## config.mk

```make
export PLATFORM = sky130hd
export DESIGN_NAME = gain_limit_alignment
export DESIGN_NICKNAME = d
export VERILOG_FILES = /design/src/shared/gain_align_pkg.sv /design/src/gain_limit_alignment.sv
export SDC_FILE = /design/constraint.sdc
export NUM_CORES = 1
export LEC_CHECK = 0
export ABC_AREA = 1
export BUFFER_PORTS_ARGS = -buffer_cell sky130_fd_sc_hd__buf_2
export CAP_MARGIN = 20
export CORE_MARGIN = 4
export CORE_UTILIZATION = 35
export CTS_CLUSTER_DIAMETER = 50
export DETAILED_ROUTE_END_ITERATION = 10
export PLACE_DENSITY = 0.52
export REMOVE_ABC_BUFFERS = 1
export SLEW_MARGIN = 5
export SYNTH_ARGS = -nofsm -noshare
export SYNTH_HDL_FRONTEND = slang
export SYNTH_SLANG_ARGS = --single-unit
```

## constraint.sdc

```tcl
create_clock -name sys_clk -period 11.68 [get_ports sys_clk]
set_clock_uncertainty 0.1 [all_clocks]
set_input_delay 1.168 -clock sys_clk [delete_from_list [all_inputs] [get_ports sys_clk]]
set_output_delay 1.168 -clock sys_clk [all_outputs]
set_load 0.05 [all_outputs]
```

## src/shared/gain_align_pkg.sv

```systemverilog
// Constants, register map and carrier types for the protection-gain block
// Functional notes
// - Battery limiter acts only below 3.2 V
// - Battery limit gain is 21 dB plus offset
// - Limiter idle when programmed gain below limit
// - Offset table from 3.2 V down to 2.7 V
// - Output gain is minimum of three limiters
// - Send limiter/brownout word in 24-bit slot
// - Slot holds 11+13 bits, or 12 bits
// - Transmit in chosen slot only when enabled
// - Listen only on slots flagged in mask
// - Each alignment kind has its own enable
// - Link slots timed from bit clock, frame sync
// - Link disabled means traffic goes on TDM output
// - Link pin function field and own keeper
// - Converter results readable; battery result feeds battery limiter
// - Battery converted by default, enable can stop it
// - Converter samples at 192 kHz, 5.2 us each
// - Die temperature sampled 10k per second
// - Powered-down sense channel returns null samples
// - DC block filter with cutoff or bypass
package gain_align_pkg;
  localparam int unsigned SYS_CLK_HZ     = 10_000_000;
  localparam int unsigned CONV_RATE_HZ   = 192_000;
  localparam int unsigned CONV_TIME_NS   = 5200;
  localparam int unsigned TEMP_RATE_HZ   = 10_000;
  localparam int unsigned CONV_PERIOD    = SYS_CLK_HZ / CONV_RATE_HZ;
  localparam int unsigned CONV_CYCLES    = (CONV_TIME_NS * (SYS_CLK_HZ / 1_000_000) + 999) / 1000;
  localparam int unsigned TEMP_PERIOD    = SYS_CLK_HZ / TEMP_RATE_HZ;
  localparam int unsigned SLOT_BITS      = 24;
  localparam int unsigned GROUP_MAX      = 8;
  // Gains in hundredths of a dB, battery readings in millivolts
  localparam logic signed [15:0] BASE_LIMIT_GAIN = 16'sh0834;
  localparam logic signed [15:0] GAIN_UNLIMITED  = 16'sh7fff;
  localparam logic [11:0] BAT_MV_3V2 = 12'hc80;
  localparam logic [11:0] BAT_MV_3V1 = 12'hc1c;
  localparam logic [11:0] BAT_MV_3V0 = 12'hbb8;
  localparam logic [11:0] BAT_MV_2V9 = 12'hb54;
  localparam logic [11:0] BAT_MV_2V8 = 12'haf0;
  localparam logic signed [15:0] OFS_3V2 = 16'sh0000;
  localparam logic signed [15:0] OFS_3V1 = -16'sh0032;
  localparam logic signed [15:0] OFS_3V0 = -16'sh004b;
  localparam logic signed [15:0] OFS_2V9 = -16'sh0078;
  localparam logic signed [15:0] OFS_2V8 = -16'sh009c;
  localparam logic signed [15:0] OFS_2V7 = -16'sh00c8;
  localparam logic [2:0] LINK_FN_ALIGN = 3'h1;
  // Register byte offsets
  localparam logic [7:0] ADDR_CTRL   = 8'h00;
  localparam logic [7:0] ADDR_SLOTS  = 8'h04;
  localparam logic [7:0] ADDR_GAINS  = 8'h08;
  localparam logic [7:0] ADDR_RESV   = 8'h0c;
  localparam logic [7:0] ADDR_RES_T  = 8'h10;
  localparam logic [7:0] ADDR_STATUS = 8'h14;
  localparam logic [7:0] ADDR_ALIGN  = 8'h18;
  localparam logic [7:0] CTRL_RESET  = 8'h08;
  typedef enum logic [1:0] {CH_SUPPLY, CH_BATTERY, CH_TEMP} adc_chan_t;
  typedef struct packed {
    logic        psel;
    logic        penable;
    logic        pwrite;
    logic [7:0]  paddr;
    logic [31:0] pwdata;
  } apb_req_t;
  typedef struct packed {
    logic [31:0] prdata;
    logic        pready;
    logic        pslverr;
  } apb_rsp_t;
endpackage : gain_align_pkg

```

## src/gain_limit_alignment.sv

```systemverilog
// Battery limiter, gain minimum, slot alignment, monitor sequencing and sense filtering
//
// Decided for this implementation: the APB register port and the register addresses.
`timescale 1ns/10ps
module gain_limit_alignment
  import gain_align_pkg::*;
(
  // Clock and reset
  input  wire logic                          sys_clk,
  input  wire logic                          reset,
  // Register bus
  input  wire gain_align_pkg::apb_req_t      apbReq,
  output gain_align_pkg::apb_rsp_t           apbRsp,
  // Serial audio clocks and data pins
  input  wire logic                          bitClk,
  input  wire logic                          frameSync,
  input  wire logic                          tdmDataIn,
  output logic                               tdmDataOut,
  output logic                               tdmDataOe,
  input  wire logic                          chipLinkIn,
  output logic                               chipLinkOut,
  output logic                               chipLinkOe,
  output logic                               chipLinkKeeper,
  // Limiter interface
  input  wire logic signed [15:0]            supplyLimiterGain,
  input  wire logic signed [15:0]            brownoutGain,
  input  wire logic [11:0]                   limiterReduction,
  input  wire logic [12:0]                   brownoutReduction,
  output logic signed [15:0]                 finalGain,
  output logic [11:0]                        alignedLimiterReduction,
  output logic [12:0]                        alignedBrownoutReduction,
  // Monitor converter
  output logic                               adcStart,
  output gain_align_pkg::adc_chan_t          adcChannel,
  input  wire logic [11:0]                   adcResult,
  // Sense converters
  input  wire logic signed [15:0]            currentSample,
  input  wire logic signed [15:0]            voltageSample,
  input  wire logic                          senseValid,
  output logic signed [15:0]                 currentOut,
  output logic signed [15:0]                 voltageOut
);
  import gain_align_pkg::*;

  ////////////////////////////////////////////////////////////////////////////
  // Register bus: one wait state, writes land when pready is seen high
  logic [7:0]  ctrl_reg;
  logic [31:0] slots_reg;
  logic [31:0] gains_reg;
  logic [11:0] supplyRes_reg, batteryRes_reg;
  logic [7:0]  tempRes_reg;
  logic        batActive_reg;
  apb_rsp_t    rsp_reg;
  wire         access  = apbReq.psel & apbReq.penable;
  wire         doWrite = access & rsp_reg.pready & apbReq.pwrite;
  wire         mapped  = apbReq.paddr inside {ADDR_CTRL, ADDR_SLOTS, ADDR_GAINS, ADDR_RESV, ADDR_RES_T,
                                              ADDR_STATUS, ADDR_ALIGN};
  wire         txEnable     = ctrl_reg[0];
  wire         limAlignEn   = ctrl_reg[1];
  wire         bopAlignEn   = ctrl_reg[2];
  wire         batConvEn    = ctrl_reg[3];
  wire         isnsPd       = ctrl_reg[4];
  wire         vsnsPd       = ctrl_reg[5];
  wire         keeperEn     = ctrl_reg[7];
  wire [5:0]   txSlot       = slots_reg[5:0];
  wire [5:0]   firstSlot    = slots_reg[13:8];
  wire [7:0]   listenMask   = slots_reg[23:16];
  wire [2:0]   linkFn       = slots_reg[26:24];
  wire [2:0]   dcCutoff     = slots_reg[30:28];
  wire signed [15:0] ampLevel = gains_reg[15:0];
  wire signed [15:0] volume   = gains_reg[31:16];
  logic [31:0] readWord;
  always_comb
  begin
    unique case (apbReq.paddr)
      ADDR_CTRL:   readWord = {24'h000000, ctrl_reg};
      ADDR_SLOTS:  readWord = slots_reg;
      ADDR_GAINS:  readWord = gains_reg;
      ADDR_RESV:   readWord = {4'h0, supplyRes_reg, 4'h0, batteryRes_reg};
      ADDR_RES_T:  readWord = {24'h000000, tempRes_reg};
      ADDR_STATUS: readWord = {15'h0000, batActive_reg, finalGain};
      ADDR_ALIGN:  readWord = {3'h0, alignedBrownoutReduction, 4'h0, alignedLimiterReduction};
      default:     readWord = 32'h00000000;
    endcase
  end
  always_ff @(posedge sys_clk or posedge reset)
  begin
    if (reset)
    begin
      rsp_reg   <= '0;
      ctrl_reg  <= CTRL_RESET;
      slots_reg <= 32'h00000000;
      gains_reg <= 32'h00000000;
    end
    else
    begin
      rsp_reg.pready  <= access & ~rsp_reg.pready;
      rsp_reg.prdata  <= (access & ~rsp_reg.pready & ~apbReq.pwrite) ? readWord : rsp_reg.prdata;
      rsp_reg.pslverr <= access & ~rsp_reg.pready & ~mapped;
      if (doWrite && apbReq.paddr == ADDR_CTRL)
        ctrl_reg <= apbReq.pwdata[7:0];
      if (doWrite && apbReq.paddr == ADDR_SLOTS)
        slots_reg <= apbReq.pwdata;
      if (doWrite && apbReq.paddr == ADDR_GAINS)
        gains_reg <= apbReq.pwdata;
    end
  end
  assign apbRsp = rsp_reg;

  ////////////////////////////////////////////////////////////////////////////
  // Monitor converter sequencing
  logic [7:0]  rateCnt_reg;
  logic [9:0]  tempCnt_reg;
  logic [7:0]  convCnt_reg;
  logic        tempDue_reg, battNext_reg, busy_reg, start_reg;
  adc_chan_t   chan_reg;
  wire         rateTick = (rateCnt_reg == 8'(CONV_PERIOD - 1));
  wire         tempTick = (tempCnt_reg == 10'(TEMP_PERIOD - 1));
  wire         convDone = busy_reg & (convCnt_reg == 8'(CONV_CYCLES - 1));
  wire adc_chan_t nextChan = tempDue_reg ? CH_TEMP
                            : (battNext_reg & batConvEn) ? CH_BATTERY : CH_SUPPLY;
  always_ff @(posedge sys_clk or posedge reset)
  begin
    if (reset)
    begin
      rateCnt_reg   <= 8'h00;
      tempCnt_reg   <= 10'h000;
      convCnt_reg   <= 8'h00;
      tempDue_reg   <= 1'b0;
      battNext_reg  <= 1'b0;
      busy_reg      <= 1'b0;
      start_reg     <= 1'b0;
      chan_reg      <= CH_SUPPLY;
      supplyRes_reg <= 12'h000;
      batteryRes_reg <= 12'h000;
      tempRes_reg   <= 8'h00;
    end
    else
    begin
      rateCnt_reg <= rateTick ? 8'h00 : rateCnt_reg + 8'h01;
      tempCnt_reg <= tempTick ? 10'h000 : tempCnt_reg + 10'h001;
      start_reg   <= rateTick;
      if (tempTick)
        tempDue_reg <= 1'b1;
      else if (rateTick && tempDue_reg)
        tempDue_reg <= 1'b0;
      if (rateTick)
      begin
        chan_reg     <= nextChan;
        busy_reg     <= 1'b1;
        convCnt_reg  <= 8'h00;
        if (nextChan != CH_TEMP)
          battNext_reg <= ~battNext_reg;
      end
      else if (convDone)
        busy_reg <= 1'b0;
      else if (busy_reg)
        convCnt_reg <= convCnt_reg + 8'h01;
      if (convDone)
      begin
        unique case (chan_reg)
          CH_SUPPLY:  supplyRes_reg  <= adcResult;
          CH_BATTERY: batteryRes_reg <= adcResult;
          CH_TEMP:    tempRes_reg    <= adcResult[11:4];
          default:    tempRes_reg    <= tempRes_reg;
        endcase
      end
    end
  end
  assign adcStart   = start_reg;
  assign adcChannel = chan_reg;

  ////////////////////////////////////////////////////////////////////////////
  // Battery tracking limiter and final gain
  function automatic logic signed [15:0] batteryOffset(input logic [11:0] mv);
    if (mv >= BAT_MV_3V2)      batteryOffset = OFS_3V2;
    else if (mv >= BAT_MV_3V1) batteryOffset = OFS_3V1;
    else if (mv >= BAT_MV_3V0) batteryOffset = OFS_3V0;
    else if (mv >= BAT_MV_2V9) batteryOffset = OFS_2V9;
    else if (mv >= BAT_MV_2V8) batteryOffset = OFS_2V8;
    else                       batteryOffset = OFS_2V7;
  endfunction : batteryOffset
  function automatic logic signed [15:0] minGain(input logic signed [15:0] a, input logic signed [15:0] b);
    minGain = (a < b) ? a : b;
  endfunction : minGain
  wire signed [15:0] batLimitGain = BASE_LIMIT_GAIN + batteryOffset(batteryRes_reg);
  wire signed [16:0] progGain     = 17'(ampLevel) + 17'(volume);
  wire               batActive    = (batteryRes_reg < BAT_MV_3V2)
                                    && !(progGain < 17'(batLimitGain));
  wire signed [15:0] batGain      = batActive ? batLimitGain : GAIN_UNLIMITED;
  wire signed [15:0] gainNext     = minGain(minGain(supplyLimiterGain, brownoutGain), batGain);
  always_ff @(posedge sys_clk or posedge reset)
  begin
    if (reset)
    begin
      finalGain     <= GAIN_UNLIMITED;
      batActive_reg <= 1'b0;
    end
    else
    begin
      finalGain     <= gainNext;
      batActive_reg <= batActive;
    end
  end

  ////////////////////////////////////////////////////////////////////////////
  // Slot timing from synchronised bit clock and frame sync
  logic [3:0] sync1_reg, sync2_reg;
  logic       bclkPrev_reg, fsPrev_reg;
  logic [4:0] bitPos_reg;
  logic [5:0] slotPos_reg;
  always_ff @(posedge sys_clk or posedge reset)
  begin
    if (reset)
    begin
      sync1_reg <= 4'h0;
      sync2_reg <= 4'h0;
    end
    else
    begin
      sync1_reg <= {chipLinkIn, tdmDataIn, frameSync, bitClk};
      sync2_reg <= sync1_reg;
    end
  end
  wire bclkS     = sync2_reg[0];
  wire fsS       = sync2_reg[1];
  wire bclkRise  = bclkS & ~bclkPrev_reg;
  wire bclkFall  = ~bclkS & bclkPrev_reg;
  wire frameEdge = bclkRise & fsS & ~fsPrev_reg;
  wire useLink   = (linkFn == LINK_FN_ALIGN);
  wire rxBit     = useLink ? sync2_reg[3] : sync2_reg[2];
  wire [4:0] curBit  = frameEdge ? 5'h00 : bitPos_reg;
  wire [5:0] curSlot = frameEdge ? 6'h00 : slotPos_reg;
  wire       slotEnd = bclkRise & (curBit == 5'(SLOT_BITS - 1));
  always_ff @(posedge sys_clk or posedge reset)
  begin
    if (reset)
    begin
      bclkPrev_reg <= 1'b0;
      fsPrev_reg   <= 1'b0;
      bitPos_reg   <= 5'h00;
      slotPos_reg  <= 6'h3f;
    end
    else
    begin
      bclkPrev_reg <= bclkS;
      if (bclkRise)
      begin
        fsPrev_reg <= fsS;
        bitPos_reg <= slotEnd ? 5'h00 : curBit + 5'h01;
        if (slotEnd && curSlot != 6'h3f)
          slotPos_reg <= curSlot + 6'h01;
        else
          slotPos_reg <= curSlot;
      end
    end
  end

  ////////////////////////////////////////////////////////////////////////////
  // Gain word transmit; bits change on the falling bit clock edge
  wire [23:0] txWord = bopAlignEn ? {limiterReduction[11:1], brownoutReduction}
                                  : {limiterReduction, 12'h000};
  wire        inTxSlot = txEnable & (slotPos_reg == txSlot) & (bitPos_reg < 5'(SLOT_BITS));
  wire        txBit    = txWord[5'(SLOT_BITS - 1) - bitPos_reg];
  logic       linkOe_reg, tdmOe_reg, txData_reg, keeper_reg;
  always_ff @(posedge sys_clk or posedge reset)
  begin
    if (reset)
    begin
      linkOe_reg <= 1'b0;
      tdmOe_reg  <= 1'b0;
      txData_reg <= 1'b0;
      keeper_reg <= 1'b0;
    end
    else
    begin
      keeper_reg <= keeperEn;
      if (bclkFall)
      begin
        linkOe_reg <= inTxSlot & useLink;
        tdmOe_reg  <= inTxSlot & ~useLink;
        txData_reg <= inTxSlot & txBit;
      end
      else if (!txEnable)
      begin
        // Release at once rather than at the next bit edge
        linkOe_reg <= 1'b0;
        tdmOe_reg  <= 1'b0;
      end
    end
  end
  assign chipLinkOut    = txData_reg;
  assign chipLinkOe     = linkOe_reg;
  assign tdmDataOut     = txData_reg;
  assign tdmDataOe      = tdmOe_reg;
  assign chipLinkKeeper = keeper_reg;

  ////////////////////////////////////////////////////////////////////////////
  // Gain word receive: largest reduction among listened slots wins
  logic [23:0] rxShift_reg;
  logic [11:0] rxLim_reg;
  logic [12:0] rxBop_reg;
  wire  [23:0] rxWord    = {rxShift_reg[22:0], rxBit};
  wire  [5:0]  groupIdx  = curSlot - firstSlot;
  wire         listened  = (groupIdx < 6'(GROUP_MAX)) && listenMask[groupIdx[2:0]];
  wire  [11:0] wordLim   = bopAlignEn ? {rxWord[23:13], 1'b0} : rxWord[23:12];
  wire  [12:0] wordBop   = bopAlignEn ? rxWord[12:0] : 13'h0000;
  wire  [11:0] limMax    = (wordLim > rxLim_reg) ? wordLim : rxLim_reg;
  wire  [12:0] bopMax    = (wordBop > rxBop_reg) ? wordBop : rxBop_reg;
  always_ff @(posedge sys_clk or posedge reset)
  begin
    if (reset)
    begin
      rxShift_reg <= 24'h000000;
      rxLim_reg   <= 12'h000;
      rxBop_reg   <= 13'h0000;
    end
    else if (frameEdge)
    begin
      rxShift_reg <= {23'h000000, rxBit};
      rxLim_reg   <= 12'h000;
      rxBop_reg   <= 13'h0000;
    end
    else if (bclkRise)
    begin
      rxShift_reg <= rxWord;
      if (slotEnd && listened)
      begin
        rxLim_reg <= limMax;
        rxBop_reg <= bopMax;
      end
    end
  end
  always_ff @(posedge sys_clk or posedge reset)
  begin
    if (reset)
    begin
      alignedLimiterReduction  <= 12'h000;
      alignedBrownoutReduction <= 13'h0000;
    end
    else
    begin
      alignedLimiterReduction  <= (limAlignEn && rxLim_reg > limiterReduction) ? rxLim_reg : limiterReduction;
      alignedBrownoutReduction <= (bopAlignEn && rxBop_reg > brownoutReduction) ? rxBop_reg
                                                                              : brownoutReduction;
    end
  end

  ////////////////////////////////////////////////////////////////////////////
  // Sense DC block, one filter per channel; code zero bypasses
  logic signed [15:0] senseIn  [2];
  logic signed [15:0] senseOut [2];
  logic               sensePd  [2];
  assign senseIn[0] = currentSample;
  assign senseIn[1] = voltageSample;
  assign sensePd[0] = isnsPd;
  assign sensePd[1] = vsnsPd;
  genvar g;
  generate
    for (g = 0; g < 2; g++)
    begin : dcBlock
      logic signed [23:0] acc_reg;
      wire  signed [23:0] err  = {senseIn[g], 8'h00} - acc_reg;
      wire  signed [15:0] hp   = senseIn[g] - acc_reg[23:8];
      always_ff @(posedge sys_clk or posedge reset)
      begin
        if (reset)
        begin
          acc_reg     <= 24'sh000000;
          senseOut[g] <= 16'sh0000;
        end
        else if (senseValid)
        begin
          acc_reg     <= (dcCutoff == 3'h0) ? 24'sh000000 : acc_reg + (err >>> dcCutoff);
          senseOut[g] <= sensePd[g] ? 16'sh0000 : (dcCutoff == 3'h0) ? senseIn[g] : hp;
        end
      end
    end
  endgenerate
  assign currentOut = senseOut[0];
  assign voltageOut = senseOut[1];

  ////////////////////////////////////////////////////////////////////////////
  // Checks
  a_final_gain_min: assert property (@(posedge sys_clk) disable iff (reset)
    !$past(reset) |-> finalGain <= $past(supplyLimiterGain) && finalGain <= $past(brownoutGain))
    else $error("final gain above a limiter gain");
  a_bat_idle_high: assert property (@(posedge sys_clk) disable iff (reset)
    $past(batteryRes_reg) >= BAT_MV_3V2 |-> !batActive_reg)
    else $error("battery limiter active above threshold");
  a_bat_idle_low: assert property (@(posedge sys_clk) disable iff (reset)
    !$past(reset) && $past(progGain < 17'(batLimitGain)) |-> !batActive_reg
      && finalGain == (($past(supplyLimiterGain) < $past(brownoutGain)) ? $past(supplyLimiterGain)
                                                                        : $past(brownoutGain)))
    else $error("battery limiter active with low programmed gain");
  a_bat_limit_val: assert property (@(posedge sys_clk) disable iff (reset)
    batteryRes_reg < BAT_MV_2V8 |-> batLimitGain == BASE_LIMIT_GAIN + OFS_2V7)
    else $error("bottom battery limit gain wrong");
  a_tx_gated: assert property (@(posedge sys_clk) disable iff (reset)
    !txEnable ##1 !txEnable |-> !(chipLinkOe || tdmDataOe))
    else $error("slot driven while transmit disabled");
  a_one_pin: assert property (@(posedge sys_clk) disable iff (reset)
    !(chipLinkOe && tdmDataOe))
    else $error("both data pins driven");
  a_conv_spacing: assert property (@(posedge sys_clk) disable iff (reset)
    adcStart |=> !adcStart [*8])
    else $error("conversions too close");
  a_conv_busy: assert property (@(posedge sys_clk) disable iff (reset)
    adcStart |-> ##[1:60] convDone)
    else $error("conversion never finished");
  a_bat_conv_off: assert property (@(posedge sys_clk) disable iff (reset)
    adcStart && !$past(batConvEn) && !batConvEn |-> adcChannel != CH_BATTERY)
    else $error("battery converted while disabled");
  a_sense_null: assert property (@(posedge sys_clk) disable iff (reset)
    $past(senseValid) && $past(isnsPd) |-> currentOut == 16'sh0000)
    else $error("powered-down current sense not null");
  a_align_off: assert property (@(posedge sys_clk) disable iff (reset)
    !$past(limAlignEn) |-> alignedLimiterReduction == $past(limiterReduction))
    else $error("limiter aligned while disabled");
  c_tx_slot:   cover property (@(posedge sys_clk) disable iff (reset) $rose(chipLinkOe));
  c_tdm_tx:    cover property (@(posedge sys_clk) disable iff (reset) $rose(tdmDataOe));
  c_bat_limit: cover property (@(posedge sys_clk) disable iff (reset) $rose(batActive_reg));
  c_rx_align:  cover property (@(posedge sys_clk) disable iff (reset) slotEnd && listened && limAlignEn);
endmodule : gain_limit_alignment

```

==> results.toml <==
[detailed_routing]
drt_iter0_drc = 1689
wl_met1_mm = 42.1
detail_route.first_pass.iterations = 6
finalWirelength_mm = 85.5
routedWlPerCell_um = 18.4
dr_wl_met2_mm = 37.8
remaining_drc_errors = 0
via_count = 23700
wl_met3_mm = 4.16
antenna_left = 0
highest_layer = "met5"
avgViaCountPerCell = 5.10

[place]
dp_hpwl_mm = 65.8
io_buffer_count = 265
gp_congestion = 0.905
placed_area_um2 = 27600
dp_cells = 4525

[floorplan]
die_area_um2 = 76800
core_area_um2 = 71600
die_x_um = 277
start_util_pct = 35.4
die_h_um = 277
ioPinCount = 266
std_cell_rows = 98

[logic_synthesis]
synth.distinct_cells = 66
synthCells = 3404
synth_largest_area_cell = "dfrtp_1"
synth-async-reset-ratio_pct = 100
synthMuxAreaShare_pct = 0.593
synth.avg_cell_area_um2 = 7.44
yosysWarningCount = 0
synth_fa_ha_area_share_pct = 10.4
synth-seq-area-share_pct = 36.2
syn-cell-area_um2 = 25300
synth_area_leaders = "dfrtp_1, nand2_1, ha_1, o21ai_0, inv_1"
synth_xor_area_share_pct = 3.32
synth_compound_area_share_pct = 19.7
yosys.area_share.simple_pct = 21.1
yosys.area.top_type_share_pct = 33.9
synth_top_family_by_area = "simple AND/OR/NAND/NOR gates"
synth-edff-count = 0
ys_ff_latch = 365
synthFlopType = "dfrtp_1"

[grt]
antenna_found_initial = 2
track_usage_pct = 21.8
gr-total-overflow = 0
grt_max_degree = 113
grt_pass1_vias = 23000
grt_pass1_wl_mm = 134

[cells_and_area]
nets = 3996
largest_register_ffs = 48
layout_commonest_cell = "nand2_1"
final_cell_mix = "nand2_1, o21ai_0, inv_1"
final_core_util_pct = 41.5
areaGrowthSynthToFinish_pct = 17.4
design_area_um2 = 29700
n_fill_cell = 7544
drive_gt1_share_pct = 13.6
finalNonFillerCells = 4640

[setup_path]
start_kind = "flip-flop"
crit_path_max_fanout = 17
cp.required_ps = 12150
crit_end = "finalGain[8]"
crit_type = "flip-flop to flip-flop"
crit_top_cell = "nand2_1"
cp_top_family = "simple AND/OR/NAND/NOR gates"
endpoint_kind = "flip-flop"
crit_cells = 34
regToRegStartpoint = "batteryRes_reg[8]"
regToRegSetupSlack_ps = 5660
critPathMaxStageDelay_ps = 420
r2r-end = "finalGain[8]"
cp_slowest_cell = "dfrtp_1"
startpoint = "batteryRes_reg[8]"
critPathBufInv = 3
crit_arrival_ps = 6500
worstRegToRegCells = 34

[sta]
tightest_slew_ps = 1000
max_slew_margin_pct = 33.3
final.setup.tns_ps = 0
hold_violations = 0
layout_min_cycle_time_ps = 6020
period_share_pct = 51.6
slew_viol_final = 0
setup_viol = 0
max_freq_mhz = 166
rsz0062_at_grt = "false"

[clocking]
ctsHtreeMaxLevel = 2
cts_root_buf = "clkbuf_16"
clk_pin_slew_ps = 60
clockBufferDepth = 3
tritoncts = "done"
holdBufCountCts = 0
cts_buffers = 59
clkLatencyLatePin_ps = 650
ctsResizeCount = 0
clock-sinks = 365
postCtsSetupBuffers = 0

[power]
ir_drop_uv = 131
leakage_uw = 0.0150
p_per_area_nw_per_um2 = 131
fin_total_pwr_uw = 3900

[run]
max-cap-violations = 0

[min_path]
hold_class = "flip-flop to flip-flop"

[status]
status = "finished, final reports clean"
-- layer usage --
metal	track usage [%]	vias to the layer above
li1	-	11900
met1	31.8	11200
met2	34.4	513
met3	3.40	87
met4	3.98	2
met5	0	-
-- per-stage QoR --
stage                     setup slack, ps  hold slack [ps]
after floorplan                       316              231
after global placement               5820              233
after detailed placement             5700              236
after CTS                            5660              249
after global routing                 5050              258
final                                5660              249
-- area by class of cell --
cell class	count	area, um^2	share of cell area, %
multi-input cells	2463	14000	46.9
flip-flops and latches	365	9160	30.8
inverters	453	1710	5.74
repair buffers	297	1580	5.31
clock buffers	67	1580	5.30
well taps	950	1190	4.00
clock inverters	44	561	1.89
diodes	1	2.50	0.00842
-- power breakdown --
group	internal, uW	total (uW)	switching [uW]
Combinational	173	631	458
Sequential	1340	1390	56.4
Clock	1150	1880	732
Total	2660	3900	1250
-- cells in the mapped netlist (all sizes together) (22+ instances only) --
master and number:
o22ai 22, o211ai 25, o21ai 519, buf 34, dfstp 22, nor2 179
a21oi 195, xnor2 23, xor2 73, ha 200, clkbuf 89, nand4 26
nand2 822, dfrtp 343, inv 449, nand3 147, nor3 42
-- cells by family after synthesis --
| group | after synthesis |
|---|---|
| AND/OR/NAND/NOR | 1259 |
| AO/OA/AOI/OAI | 887 |
| buffers and inverters | 576 |
| flip-flops | 365 |
| adder cells (fa/ha/maj) | 206 |
| XOR/XNOR | 96 |
| multiplexers | 15 |
-- worst min path at each step --
| stage | slack [ps] | from | depth (start not counted) | to |
|---|---|---|---|---|
| final | 250 | sync1_reg[2] | 0 | sync2_reg[2] |
| after global placement | 230 | sync1_reg[3] | 0 | sync2_reg[3] |
| after floorplan | 230 | sync1_reg[0] | 0 | sync2_reg[0] |
| after CTS | 250 | sync1_reg[3] | 0 | sync2_reg[3] |
| after detailed placement | 240 | sync1_reg[3] | 0 | sync2_reg[3] |
| after global routing | 260 | sync1_reg[2] | 0 | sync2_reg[2] |
-- worst register-to-register path: cells and delay by family (launching register included) --
family	cells	cell delay, ps
fa+ha+maj	4	1000
flops	1	420
compound gates	5	670
simple gates	22	3040
buf+inv	3	720
No activity file was read; power rests on OpenSTA's default activity.
